==> src/hdl/pfl_defs.svh <==
`ifndef PFL_DEFS_SVH
`define PFL_DEFS_SVH
// ==========================================================
// Register byte offsets
`define PFL_OFF_CTRL       8'h00
`define PFL_OFF_FAULT      8'h04
`define PFL_OFF_INPUTS     8'h08
`define PFL_OFF_IRQ_STAT   8'h0C
`define PFL_OFF_IRQ_MASK   8'h10
// ==========================================================
// Reset values
`define PFL_CTRL_RST       2'h3
`define PFL_IRQ_MASK_RST   3'h0
// ==========================================================
// Field positions
`define PFL_CTRL_IND_EN    0
`define PFL_CTRL_WARN_EN   1
`define PFL_FAULT_LATCHED  8
`define PFL_IRQ_FAULT      0
`define PFL_IRQ_LOWBAT     1
`define PFL_IRQ_FLASH      2
// ==========================================================
// Fault code sources (upper nibble)
`define PFL_SRC_ADAPTER    4'h1
`define PFL_SRC_BATTERY    4'h2
`define PFL_SRC_RAIL_BASE  4'h4
// ==========================================================
// Timing
`define PFL_CLK_HZ         50000000
`define PFL_TICK_MS        500
`define PFL_TICK_CYC       ((`PFL_CLK_HZ / 1000) * `PFL_TICK_MS)
`define PFL_START_TICKS    3'h4
`define PFL_ONE_TICKS      3'h2
`define PFL_ZERO_TICKS     3'h1
`define PFL_GAP_TICKS      3'h1
`define PFL_CODE_BITS      4'h8
`define PFL_FLASH_PULSES   3'h3
`endif

==> src/hdl/pfl_pkg.sv <==
package pfl_pkg;
  // Fault flags from the supervision comparators
  typedef struct packed {
    logic [10:0][5:0] rail;
    logic [5:0]       battery;
    logic [4:0]       adapter;
  } pfl_flags_t;

  // Supply state inputs
  typedef struct packed {
    logic adapter_present;
    logic on_battery;
    logic batt_low;
    logic quick_charge;
    logic batt_full;
    logic hibernated;
    logic power_switch;
  } pfl_pwr_t;

  // Bicolour indicator drive
  typedef struct packed {
    logic batt_orange;
    logic batt_blue;
    logic dc_orange;
    logic dc_blue;
  } pfl_led_t;

  typedef enum logic [1:0] {
    PFL_IDLE,
    PFL_START,
    PFL_BIT_ON,
    PFL_GAP
  } pfl_state_t;
endpackage

==> src/hdl/pfl_top.sv <==
// The register addresses and the AXI4-Lite register port are this design's own decisions.
`timescale 1ns/10ps
`include "pfl_defs.svh"
module pfl_top
  import pfl_pkg::*;
#(
  parameter int unsigned TICK_CYC = `PFL_TICK_CYC,
  parameter int unsigned ADDR_W   = 8
) (
  input  wire logic              clock,
  input  wire logic              arst_n,
  input  wire pfl_flags_t        fault_flags,
  input  wire pfl_pwr_t          pwr_state,
  output pfl_led_t               led,
  output logic                   irq,
  input  wire logic [ADDR_W-1:0] s_axi_awaddr,
  input  wire logic              s_axi_awvalid,
  output logic                   s_axi_awready,
  input  wire logic [31:0]       s_axi_wdata,
  input  wire logic [3:0]        s_axi_wstrb,
  input  wire logic              s_axi_wvalid,
  output logic                   s_axi_wready,
  output logic [1:0]             s_axi_bresp,
  output logic                   s_axi_bvalid,
  input  wire logic              s_axi_bready,
  input  wire logic [ADDR_W-1:0] s_axi_araddr,
  input  wire logic              s_axi_arvalid,
  output logic                   s_axi_arready,
  output logic [31:0]            s_axi_rdata,
  output logic [1:0]             s_axi_rresp,
  output logic                   s_axi_rvalid,
  input  wire logic              s_axi_rready
);

  localparam int unsigned FW = $bits(pfl_flags_t);
  localparam int unsigned PW = $bits(pfl_pwr_t);
  localparam int unsigned TW = $clog2(TICK_CYC + 1);
  localparam logic [TW-1:0] TICK_LAST = TW'(TICK_CYC - 1);

  // Conditions each rail can report, rail 4h at bit group 0
  localparam logic [10:0][5:0] RAIL_VALID = {
    6'h1F,  // Eh aux 2.5 V
    6'h1F,  // Dh 1.25 V
    6'h1F,  // Ch graphics core
    6'h0F,  // Bh graphics 2.5 V
    6'h1F,  // Ah 3.3 V
    6'h1F,  // 9h 5 V
    6'h1F,  // 8h 1.2 V
    6'h0F,  // 7h processor core
    6'h3F,  // 6h cpu side 1.8 V
    6'h3F,  // 5h cpu side 1.5 V
    6'h21   // 4h standby 3.3 V
  };

  // ==========================================================
  // Input synchronisers
  logic [FW-1:0] flt_s1_r, flt_s2_r, flt_s3_r, flt_r;
  logic [PW-1:0] pwr_s1_r, pwr_s2_r, pwr_s3_r, pwr_r;
  pfl_flags_t    flt;
  pfl_pwr_t      pwr;

  always_ff @(posedge clock or negedge arst_n) begin
    if (!arst_n) begin
      flt_s1_r <= '0;
      flt_s2_r <= '0;
      flt_s3_r <= '0;
      pwr_s1_r <= '0;
      pwr_s2_r <= '0;
      pwr_s3_r <= '0;
    end else begin
      flt_s1_r <= fault_flags;
      flt_s2_r <= flt_s1_r;
      flt_s3_r <= flt_s2_r;
      pwr_s1_r <= pwr_state;
      pwr_s2_r <= pwr_s1_r;
      pwr_s3_r <= pwr_s2_r;
    end
  end

  // A bit counts once the last two stages agree
  genvar gi;
  generate
    for (gi = 0; gi < FW + PW; gi++) begin : g_filt
      if (gi < FW) begin : g_f
        always_ff @(posedge clock or negedge arst_n) begin
          if (!arst_n) begin
            flt_r[gi] <= 1'b0;
          end else if (flt_s2_r[gi] == flt_s3_r[gi]) begin
            flt_r[gi] <= flt_s2_r[gi];
          end
        end
      end else begin : g_p
        always_ff @(posedge clock or negedge arst_n) begin
          if (!arst_n) begin
            pwr_r[gi-FW] <= 1'b0;
          end else if (pwr_s2_r[gi-FW] == pwr_s3_r[gi-FW]) begin
            pwr_r[gi-FW] <= pwr_s2_r[gi-FW];
          end
        end
      end
    end
  endgenerate

  assign flt = pfl_flags_t'(flt_r);
  assign pwr = pfl_pwr_t'(pwr_r);

  // ==========================================================
  // Fault encoder, lowest code wins when several arrive together
  logic       any_fault;
  logic [7:0] code_nxt;

  always_comb begin
    any_fault = 1'b0;
    code_nxt  = 8'h00;
    for (int r = 10; r >= 0; r--) begin
      for (int c = 5; c >= 0; c--) begin
        if (flt.rail[r][c] && RAIL_VALID[r][c]) begin
          any_fault = 1'b1;
          code_nxt  = {4'(`PFL_SRC_RAIL_BASE + 4'(r)), 4'(c)};
        end
      end
    end
    for (int c = 5; c >= 0; c--) begin
      if (flt.battery[c]) begin
        any_fault = 1'b1;
        code_nxt  = {`PFL_SRC_BATTERY, 4'(c)};
      end
    end
    for (int c = 4; c >= 0; c--) begin
      if (flt.adapter[c]) begin
        any_fault = 1'b1;
        code_nxt  = {`PFL_SRC_ADAPTER, 4'(c)};
      end
    end
  end

  // First fault is held until power goes away
  logic       latched_r;
  logic [7:0] code_r;

  always_ff @(posedge clock or negedge arst_n) begin
    if (!arst_n) begin
      latched_r <= 1'b0;
      code_r    <= 8'h00;
    end else if (any_fault && !latched_r) begin
      latched_r <= 1'b1;
      code_r    <= code_nxt;
    end
  end

  // ==========================================================
  // Half-second tick
  logic [TW-1:0] pre_r;
  logic          tick_r;
  logic          restart;

  always_ff @(posedge clock or negedge arst_n) begin
    if (!arst_n) begin
      pre_r  <= '0;
      tick_r <= 1'b0;
    end else if (restart || pre_r == TICK_LAST) begin
      pre_r  <= '0;
      tick_r <= !restart;
    end else begin
      pre_r  <= pre_r + 1'b1;
      tick_r <= 1'b0;
    end
  end

  // ==========================================================
  // Code sequencer
  pfl_state_t state_r;
  logic [2:0] left_r;
  logic [3:0] bit_r;

  // Restart the prescaler so the first start period is full length plus one clock
  assign restart = (state_r == PFL_IDLE) && latched_r;

  always_ff @(posedge clock or negedge arst_n) begin
    if (!arst_n) begin
      state_r <= PFL_IDLE;
      left_r  <= 3'h0;
      bit_r   <= 4'h0;
    end else begin
      case (state_r)
        PFL_IDLE: begin
          if (latched_r) begin
            state_r <= PFL_START;
            left_r  <= `PFL_START_TICKS;
            bit_r   <= 4'h0;
          end
        end
        PFL_START: begin
          if (tick_r) begin
            if (left_r == 3'h1) begin
              state_r <= PFL_BIT_ON;
              left_r  <= code_r[0] ? `PFL_ONE_TICKS : `PFL_ZERO_TICKS;
              bit_r   <= 4'h0;
            end else begin
              left_r <= left_r - 3'h1;
            end
          end
        end
        PFL_BIT_ON: begin
          if (tick_r) begin
            if (left_r != 3'h1) begin
              left_r <= left_r - 3'h1;
            end else if (bit_r == `PFL_CODE_BITS - 4'h1) begin
              // Last bit runs straight into the next dark start period
              state_r <= PFL_START;
              left_r  <= `PFL_START_TICKS;
            end else begin
              state_r <= PFL_GAP;
              left_r  <= `PFL_GAP_TICKS;
            end
          end
        end
        PFL_GAP: begin
          if (tick_r) begin
            if (left_r == 3'h1) begin
              state_r <= PFL_BIT_ON;
              bit_r   <= bit_r + 4'h1;
              left_r  <= code_r[3'(bit_r + 4'h1)] ? `PFL_ONE_TICKS : `PFL_ZERO_TICKS;
            end else begin
              left_r <= left_r - 3'h1;
            end
          end
        end
        default: begin
          state_r <= PFL_IDLE;
        end
      endcase
    end
  end

  // ==========================================================
  // Battery warnings
  logic       blink_r;
  logic       sw_d_r;
  logic [2:0] flash_r;
  logic       flash_ph_r;
  logic       warn;
  logic       flash_go;

  assign warn     = pwr.on_battery && pwr.batt_low && !pwr.hibernated;
  assign flash_go = pwr.power_switch && !sw_d_r && pwr.batt_low && pwr.hibernated;

  always_ff @(posedge clock or negedge arst_n) begin
    if (!arst_n) begin
      blink_r    <= 1'b0;
      sw_d_r     <= 1'b0;
      flash_r    <= 3'h0;
      flash_ph_r <= 1'b0;
    end else begin
      sw_d_r <= pwr.power_switch;
      if (!warn) begin
        blink_r <= 1'b0;
      end else if (tick_r) begin
        blink_r <= !blink_r;
      end
      if (flash_go) begin
        flash_r    <= `PFL_FLASH_PULSES + 3'h1;
        flash_ph_r <= 1'b0;  // Dark until the next tick so every pulse is a whole tick
      end else if (tick_r && flash_r != 3'h0) begin
        flash_ph_r <= !flash_ph_r;
        if (!flash_ph_r) begin
          flash_r <= flash_r - 3'h1;
        end
      end
    end
  end

  // ==========================================================
  // Indicator drive
  logic [1:0] ctrl_r;
  logic       dc_lit;

  assign dc_lit = (state_r == PFL_BIT_ON);

  always_ff @(posedge clock or negedge arst_n) begin
    if (!arst_n) begin
      led <= '0;
    end else if (!ctrl_r[`PFL_CTRL_IND_EN]) begin
      led <= '0;
    end else begin
      led.dc_orange <= latched_r && dc_lit;
      led.dc_blue   <= !latched_r && pwr.adapter_present;
      if (flash_r != 3'h0) begin
        led.batt_orange <= flash_ph_r;
        led.batt_blue   <= 1'b0;
      end else if (pwr.quick_charge) begin
        led.batt_orange <= 1'b1;
        led.batt_blue   <= 1'b0;
      end else if (pwr.batt_full && pwr.adapter_present) begin
        led.batt_orange <= 1'b0;
        led.batt_blue   <= 1'b1;
      end else begin
        led.batt_orange <= warn && ctrl_r[`PFL_CTRL_WARN_EN] && blink_r;
        led.batt_blue   <= 1'b0;
      end
    end
  end

  // ==========================================================
  // Interrupt status, set wins over a clearing write
  logic [2:0] irq_stat_r;
  logic [2:0] irq_mask_r;
  logic [2:0] irq_evt;
  logic [2:0] irq_clr;
  logic       warn_d_r;

  assign irq_evt = {flash_go, warn && !warn_d_r, any_fault && !latched_r};

  always_ff @(posedge clock or negedge arst_n) begin
    if (!arst_n) begin
      warn_d_r   <= 1'b0;
      irq_stat_r <= 3'h0;
      irq        <= 1'b0;
    end else begin
      warn_d_r   <= warn;
      irq_stat_r <= (irq_stat_r & ~irq_clr) | irq_evt;
      irq        <= |(((irq_stat_r & ~irq_clr) | irq_evt) & irq_mask_r);
    end
  end

  // ==========================================================
  // AXI4-Lite write side, address and data in either order
  logic              aw_held_r, w_held_r;
  logic [ADDR_W-1:0] awaddr_r;
  logic [31:0]       wdata_r;
  logic [3:0]        wstrb_r;
  logic              do_wr;
  logic              wr_hit;

  assign do_wr  = aw_held_r && w_held_r && !s_axi_bvalid;
  assign wr_hit = awaddr_r == ADDR_W'(`PFL_OFF_CTRL) || awaddr_r == ADDR_W'(`PFL_OFF_IRQ_STAT)
               || awaddr_r == ADDR_W'(`PFL_OFF_IRQ_MASK) || awaddr_r == ADDR_W'(`PFL_OFF_FAULT)
               || awaddr_r == ADDR_W'(`PFL_OFF_INPUTS);
  assign irq_clr = (do_wr && awaddr_r == ADDR_W'(`PFL_OFF_IRQ_STAT) && wstrb_r[0]) ? wdata_r[2:0] : 3'h0;

  always_ff @(posedge clock or negedge arst_n) begin
    if (!arst_n) begin
      aw_held_r     <= 1'b0;
      w_held_r      <= 1'b0;
      awaddr_r      <= '0;
      wdata_r       <= 32'h0000_0000;
      wstrb_r       <= 4'h0;
      s_axi_awready <= 1'b0;
      s_axi_wready  <= 1'b0;
      s_axi_bvalid  <= 1'b0;
      s_axi_bresp   <= 2'h0;
    end else begin
      s_axi_awready <= !aw_held_r && !(s_axi_awvalid && s_axi_awready);
      s_axi_wready  <= !w_held_r && !(s_axi_wvalid && s_axi_wready);
      if (s_axi_awvalid && s_axi_awready) begin
        aw_held_r <= 1'b1;
        awaddr_r  <= {s_axi_awaddr[ADDR_W-1:2], 2'h0};
      end
      if (s_axi_wvalid && s_axi_wready) begin
        w_held_r <= 1'b1;
        wdata_r  <= s_axi_wdata;
        wstrb_r  <= s_axi_wstrb;
      end
      if (do_wr) begin
        s_axi_bvalid <= 1'b1;
        s_axi_bresp  <= wr_hit ? 2'h0 : 2'h2;
      end else if (s_axi_bvalid && s_axi_bready) begin
        s_axi_bvalid  <= 1'b0;
        aw_held_r     <= 1'b0;
        w_held_r      <= 1'b0;
        s_axi_awready <= 1'b1;
        s_axi_wready  <= 1'b1;
      end
    end
  end

  always_ff @(posedge clock or negedge arst_n) begin
    if (!arst_n) begin
      ctrl_r     <= `PFL_CTRL_RST;
      irq_mask_r <= `PFL_IRQ_MASK_RST;
    end else if (do_wr && wstrb_r[0]) begin
      if (awaddr_r == ADDR_W'(`PFL_OFF_CTRL)) begin
        ctrl_r <= wdata_r[1:0];
      end
      if (awaddr_r == ADDR_W'(`PFL_OFF_IRQ_MASK)) begin
        irq_mask_r <= wdata_r[2:0];
      end
    end
  end

  // ==========================================================
  // AXI4-Lite read side
  logic [31:0] rd_word;
  logic        rd_hit;

  always_comb begin
    rd_word = 32'h0000_0000;
    rd_hit  = 1'b1;
    case ({s_axi_araddr[ADDR_W-1:2], 2'h0})
      ADDR_W'(`PFL_OFF_CTRL):     rd_word = {30'h0, ctrl_r};
      ADDR_W'(`PFL_OFF_FAULT):    rd_word = {23'h0, latched_r, code_r};
      ADDR_W'(`PFL_OFF_INPUTS):   rd_word = {24'h0, state_r == PFL_BIT_ON, pwr_r};
      ADDR_W'(`PFL_OFF_IRQ_STAT): rd_word = {29'h0, irq_stat_r};
      ADDR_W'(`PFL_OFF_IRQ_MASK): rd_word = {29'h0, irq_mask_r};
      default:                    rd_hit  = 1'b0;
    endcase
  end

  always_ff @(posedge clock or negedge arst_n) begin
    if (!arst_n) begin
      s_axi_arready <= 1'b0;
      s_axi_rvalid  <= 1'b0;
      s_axi_rdata   <= 32'h0000_0000;
      s_axi_rresp   <= 2'h0;
    end else if (s_axi_arvalid && s_axi_arready) begin
      s_axi_arready <= 1'b0;
      s_axi_rvalid  <= 1'b1;
      s_axi_rdata   <= rd_word;
      s_axi_rresp   <= rd_hit ? 2'h0 : 2'h2;
    end else if (s_axi_rvalid && s_axi_rready) begin
      s_axi_rvalid  <= 1'b0;
      s_axi_arready <= 1'b1;
    end else begin
      s_axi_arready <= !s_axi_rvalid;
    end
  end

endmodule

==> config.mk <==
export PLATFORM = sky130hd
export DESIGN_NAME = pfl_top
export DESIGN_NICKNAME = d
export VERILOG_FILES = /design/src/hdl/pfl_pkg.sv /design/src/hdl/pfl_top.sv
export VERILOG_INCLUDE_DIRS = /design/src /design/src/hdl
export SDC_FILE = /design/constraint.sdc
export NUM_CORES = 1
export LEC_CHECK = 0
export ABC_CLOCK_PERIOD_IN_PS = 2590
export CAP_MARGIN = 20
export CORE_AREA = 10 10 185 187
export DETAILED_ROUTE_END_ITERATION = 12
export DIE_AREA = 0 0 195 197
export DONT_BUFFER_PORTS = 1
export PLACE_DENSITY = 0.67
export SYNTH_ARGS = -nofsm -noshare
export SYNTH_HDL_FRONTEND = slang
export SYNTH_SLANG_ARGS = --single-unit
==> constraint.sdc <==
create_clock -name clock -period 2.59 [get_ports clock]
set_input_delay 0.259 -clock clock [delete_from_list [all_inputs] [get_ports clock]]
set_output_delay 0.259 -clock clock [all_outputs]
set_load 0.02 [all_outputs]
==> impl_results.md <==
* Longest Clk Path Bufs at 3
* Fin crit period at 2.35 ns
* Post-Syn Area at 12900 µm²
* Layout area overhead at 19.6%
* WL final at 23800 µm
* R2R Path End: irq$_DFF_PN0_
* Crit end category: flop
* Nets@finish at 1187
* Fmax at 0.425 GHz
* Main synth FF type: dfrtp_1
* Asr flop ratio synth at 1.00
* Root buffer cell: clkbuf_16
* CTS tree: built
* Cell Count, Final, Fillers Out at 1463
* EDFF count, synth at 0
* Largest area contributor in the netlist: dfrtp_1
* Worst slack, placed at 0.241 ns
* Die width at 195 µm
* Pwr Total at 0.0128 W
* Synth top area cells: dfrtp_1 71%, maj3_1 5.4%, nor2_1 2.1%
* DP Area at 13400 µm²
* Slew Viols, Final at 0
* Post-DP HPWL at 15500 µm
* WS Path Type: reg2reg
* Worst Hold Class: in2async
* Post_cts resized at 0
* Commonest non-fill, non-tap cell in the layout: dfrtp_1
* Pre-Repair DR Iteration Count at 5
* Final Hold Viols at 371
* Worst-Margin Slew at 0.668 ns
* Post-DR wirelength/cell at 16.3 µm
* Number of vias in the routed layout at 7228
* Worst Path Required at 2.99 ns
* Avg Cell Area, Syn at 14.1 µm²
* Rows at 64
* Crit start category: flop
* Vias in the first global route at 7906
* Max-slew headroom at 0.551
* Status: complete, but fails checks
* Cells after Synth at 916
* Synth top area share at 0.714
* RSZ-0062 raised after global routing: false
* Pwr/cell area at 826 nW/µm²
* Worst vdd ir at 0.895 mV
* YS warnings at 0
* Hold buffer count at CTS at 83
* Arr. time, crit path at 2.75 ns
* Setup Skew at 0.0132 ns
* Worst Reg2Reg Path Length in Cells at 6
* First-pass GRT wire length at 40600 µm
* Share of layout cells above drive strength 1 at 0.0993
* Placed Instances at 1310
* Routability cong. at 0.810
* Antenna cells at 0
* Register bit total from synthesis at 371
* # DRC at 0
* GRT Total Usage at 0.125
* Leakage at 6.66 nW
* H-tree levels at 2
* Total grt overflow at 0
* R2r startpoint: flt[0]$_DFFE_PN0N_
* Die height at 197 µm
* Commonest non-fill, non-tap cells in the layout: 369 x dfrtp_1, 83 x dlygate4sd3_1, 71 x nor2_1
* Post-CTS setup buffers at 0
* Die area at 38400 µm²
* Initial drt markers at 448
* Hold slack at -0.576 ns
* Initial Utilization at 0.425
* ANT nets after route at 0
* Port bufs at 0
* Cell variety after synth at 72
* CORE AREA at 30400 µm²
* R2R Setup Slk at 0.24 ns
* Largest net degree at the start of global routing at 372
* Via density at 4.94
* Fin Setup TNS at 0 ns
* TritonCTS Sinks at 371
* Number of CTS-inserted buffers at 39
* Antenna violations before repair at 0
* I/O pins at 189
* Crit-path max FO at 5
* Failing checks: negative hold slack
* Number of max-cap violations at 0
* Clk pin slew, worst setup/hold paths at 0.06 ns
* Final instance area at 15500 µm²
* Sequential cell area fraction in the yosys report at 0.718
* Clk_lat worst skew at 0.53 ns
* Final Cycle Share at 0.908
* Final setup margin at 0.240 ns
* Final setup fails at 0
## layout make-up
class	instances	area, µm²
sequential	371	9290
clock inverter	16	161
clock buffer	54	1100
tap	396	495
multi-input combinational	503	3390
fill	2562	15000
inverter	29	109
timing repair buffer	94	913
## flip-flops by register name (all words and copies together), names as in the netlist, 4 cells and up
| name | flops |
|---|---|
| pwr_s1_r | 7 |
| flt_s3_r | 63 |
| flt | 63 |
| s_axi_rdata | 9 |
| pwr_s2_r | 7 |
| pre_r | 25 |
| flt_s2_r | 63 |
| led | 4 |
| code_r | 7 |
| bit_r | 4 |
| flt_s1_r | 63 |
| pwr | 7 |
| awaddr_r | 6 |
| pwr_s3_r | 7 |
## how the worst max path moves through the flow
stage,startpoint,to,slack [ns],cells after the start
3_3_place_gp,flt[68]$_DFFE_PN0N_,irq$_DFF_PN0_,0.27,6
2_1_floorplan,flt[0]$_DFFE_PN0N_,irq$_DFF_PN0_,0.45,6
5_1_grt,flt[8]$_DFFE_PN0N_,irq$_DFF_PN0_,0.01,6
4_1_cts,flt[68]$_DFFE_PN0N_,irq$_DFF_PN0_,0.21,6
3_5_place_dp,flt[68]$_DFFE_PN0N_,irq$_DFF_PN0_,0.24,6
6_report,flt[0]$_DFFE_PN0N_,irq$_DFF_PN0_,0.24,6
## where the power goes
| group | total, W | switching (W) | internal [W] | leakage [nW] |
|---|---|---|---|---|
| combinational | 0.000673 | 0.000282 | 0.000391 | 1.61 |
| clock | 0.00539 | 0.00219 | 0.00320 | 0.623 |
| sequential | 0.00671 | 0.000435 | 0.00627 | 4.42 |
## cell families after synthesis
logic type | after synthesis | share of synthesized area
buffers and inverters | 66 | 0.0265
flip-flops | 371 | 0.718
AO/OA/AOI/OAI | 115 | 0.0603
XOR/XNOR | 26 | 0.0176
AND/OR/NAND/NOR | 239 | 0.0956
multiplexers | 22 | 0.0215
adder cells (fa/ha/maj) | 76 | 0.0600
other | 1 | 0.000290
## routing by layer
layer / vias up / share of wire / global-route usage
li1: 3419 / - / -
met1: 3586 / 0.44 / 0.162
met2: 175 / 0.46 / 0.199
met3: 48 / 0.065 / 0.0341
met4: 0 / 0.028 / 0.0461
met5: - / 0 / 0
## worst max-delay path, stage by stage, from the launching register on
cell and delay [ns]:
dfrtp_1 0.43, or4_4 0.56, or2_4 0.27, nor4_4 0.30, a21oi_2 0.14, a21o_1 0.21
a221o_1 0.30
## through the flow
stage | utilization | hold WS [ns]
after floorplan | - | -0.0366
after global placement | 0.439 | -0.0244
after detailed placement | 0.439 | -0.0234
after CTS | 0.508 | -0.585
after global routing | 0.508 | -0.600
final | 0.508 | -0.576
## Yosys cell counts, drive strengths merged, types with 5 or more instances
cell type / n
buf: 26
xnor2: 10
nand2: 56
o21ai: 35
inv: 29
dfrtp: 369
and3: 7
nand2b: 7
nand4: 11
maj3: 70
mux2: 16
and2: 5
ha: 6
nor3: 15
a21oi: 22
o41ai: 6
or4: 7
nor2: 71
nor4: 18
xor2: 16
clkbuf: 11
nand3: 16
No activity file was read; power rests on OpenSTA's default activity.
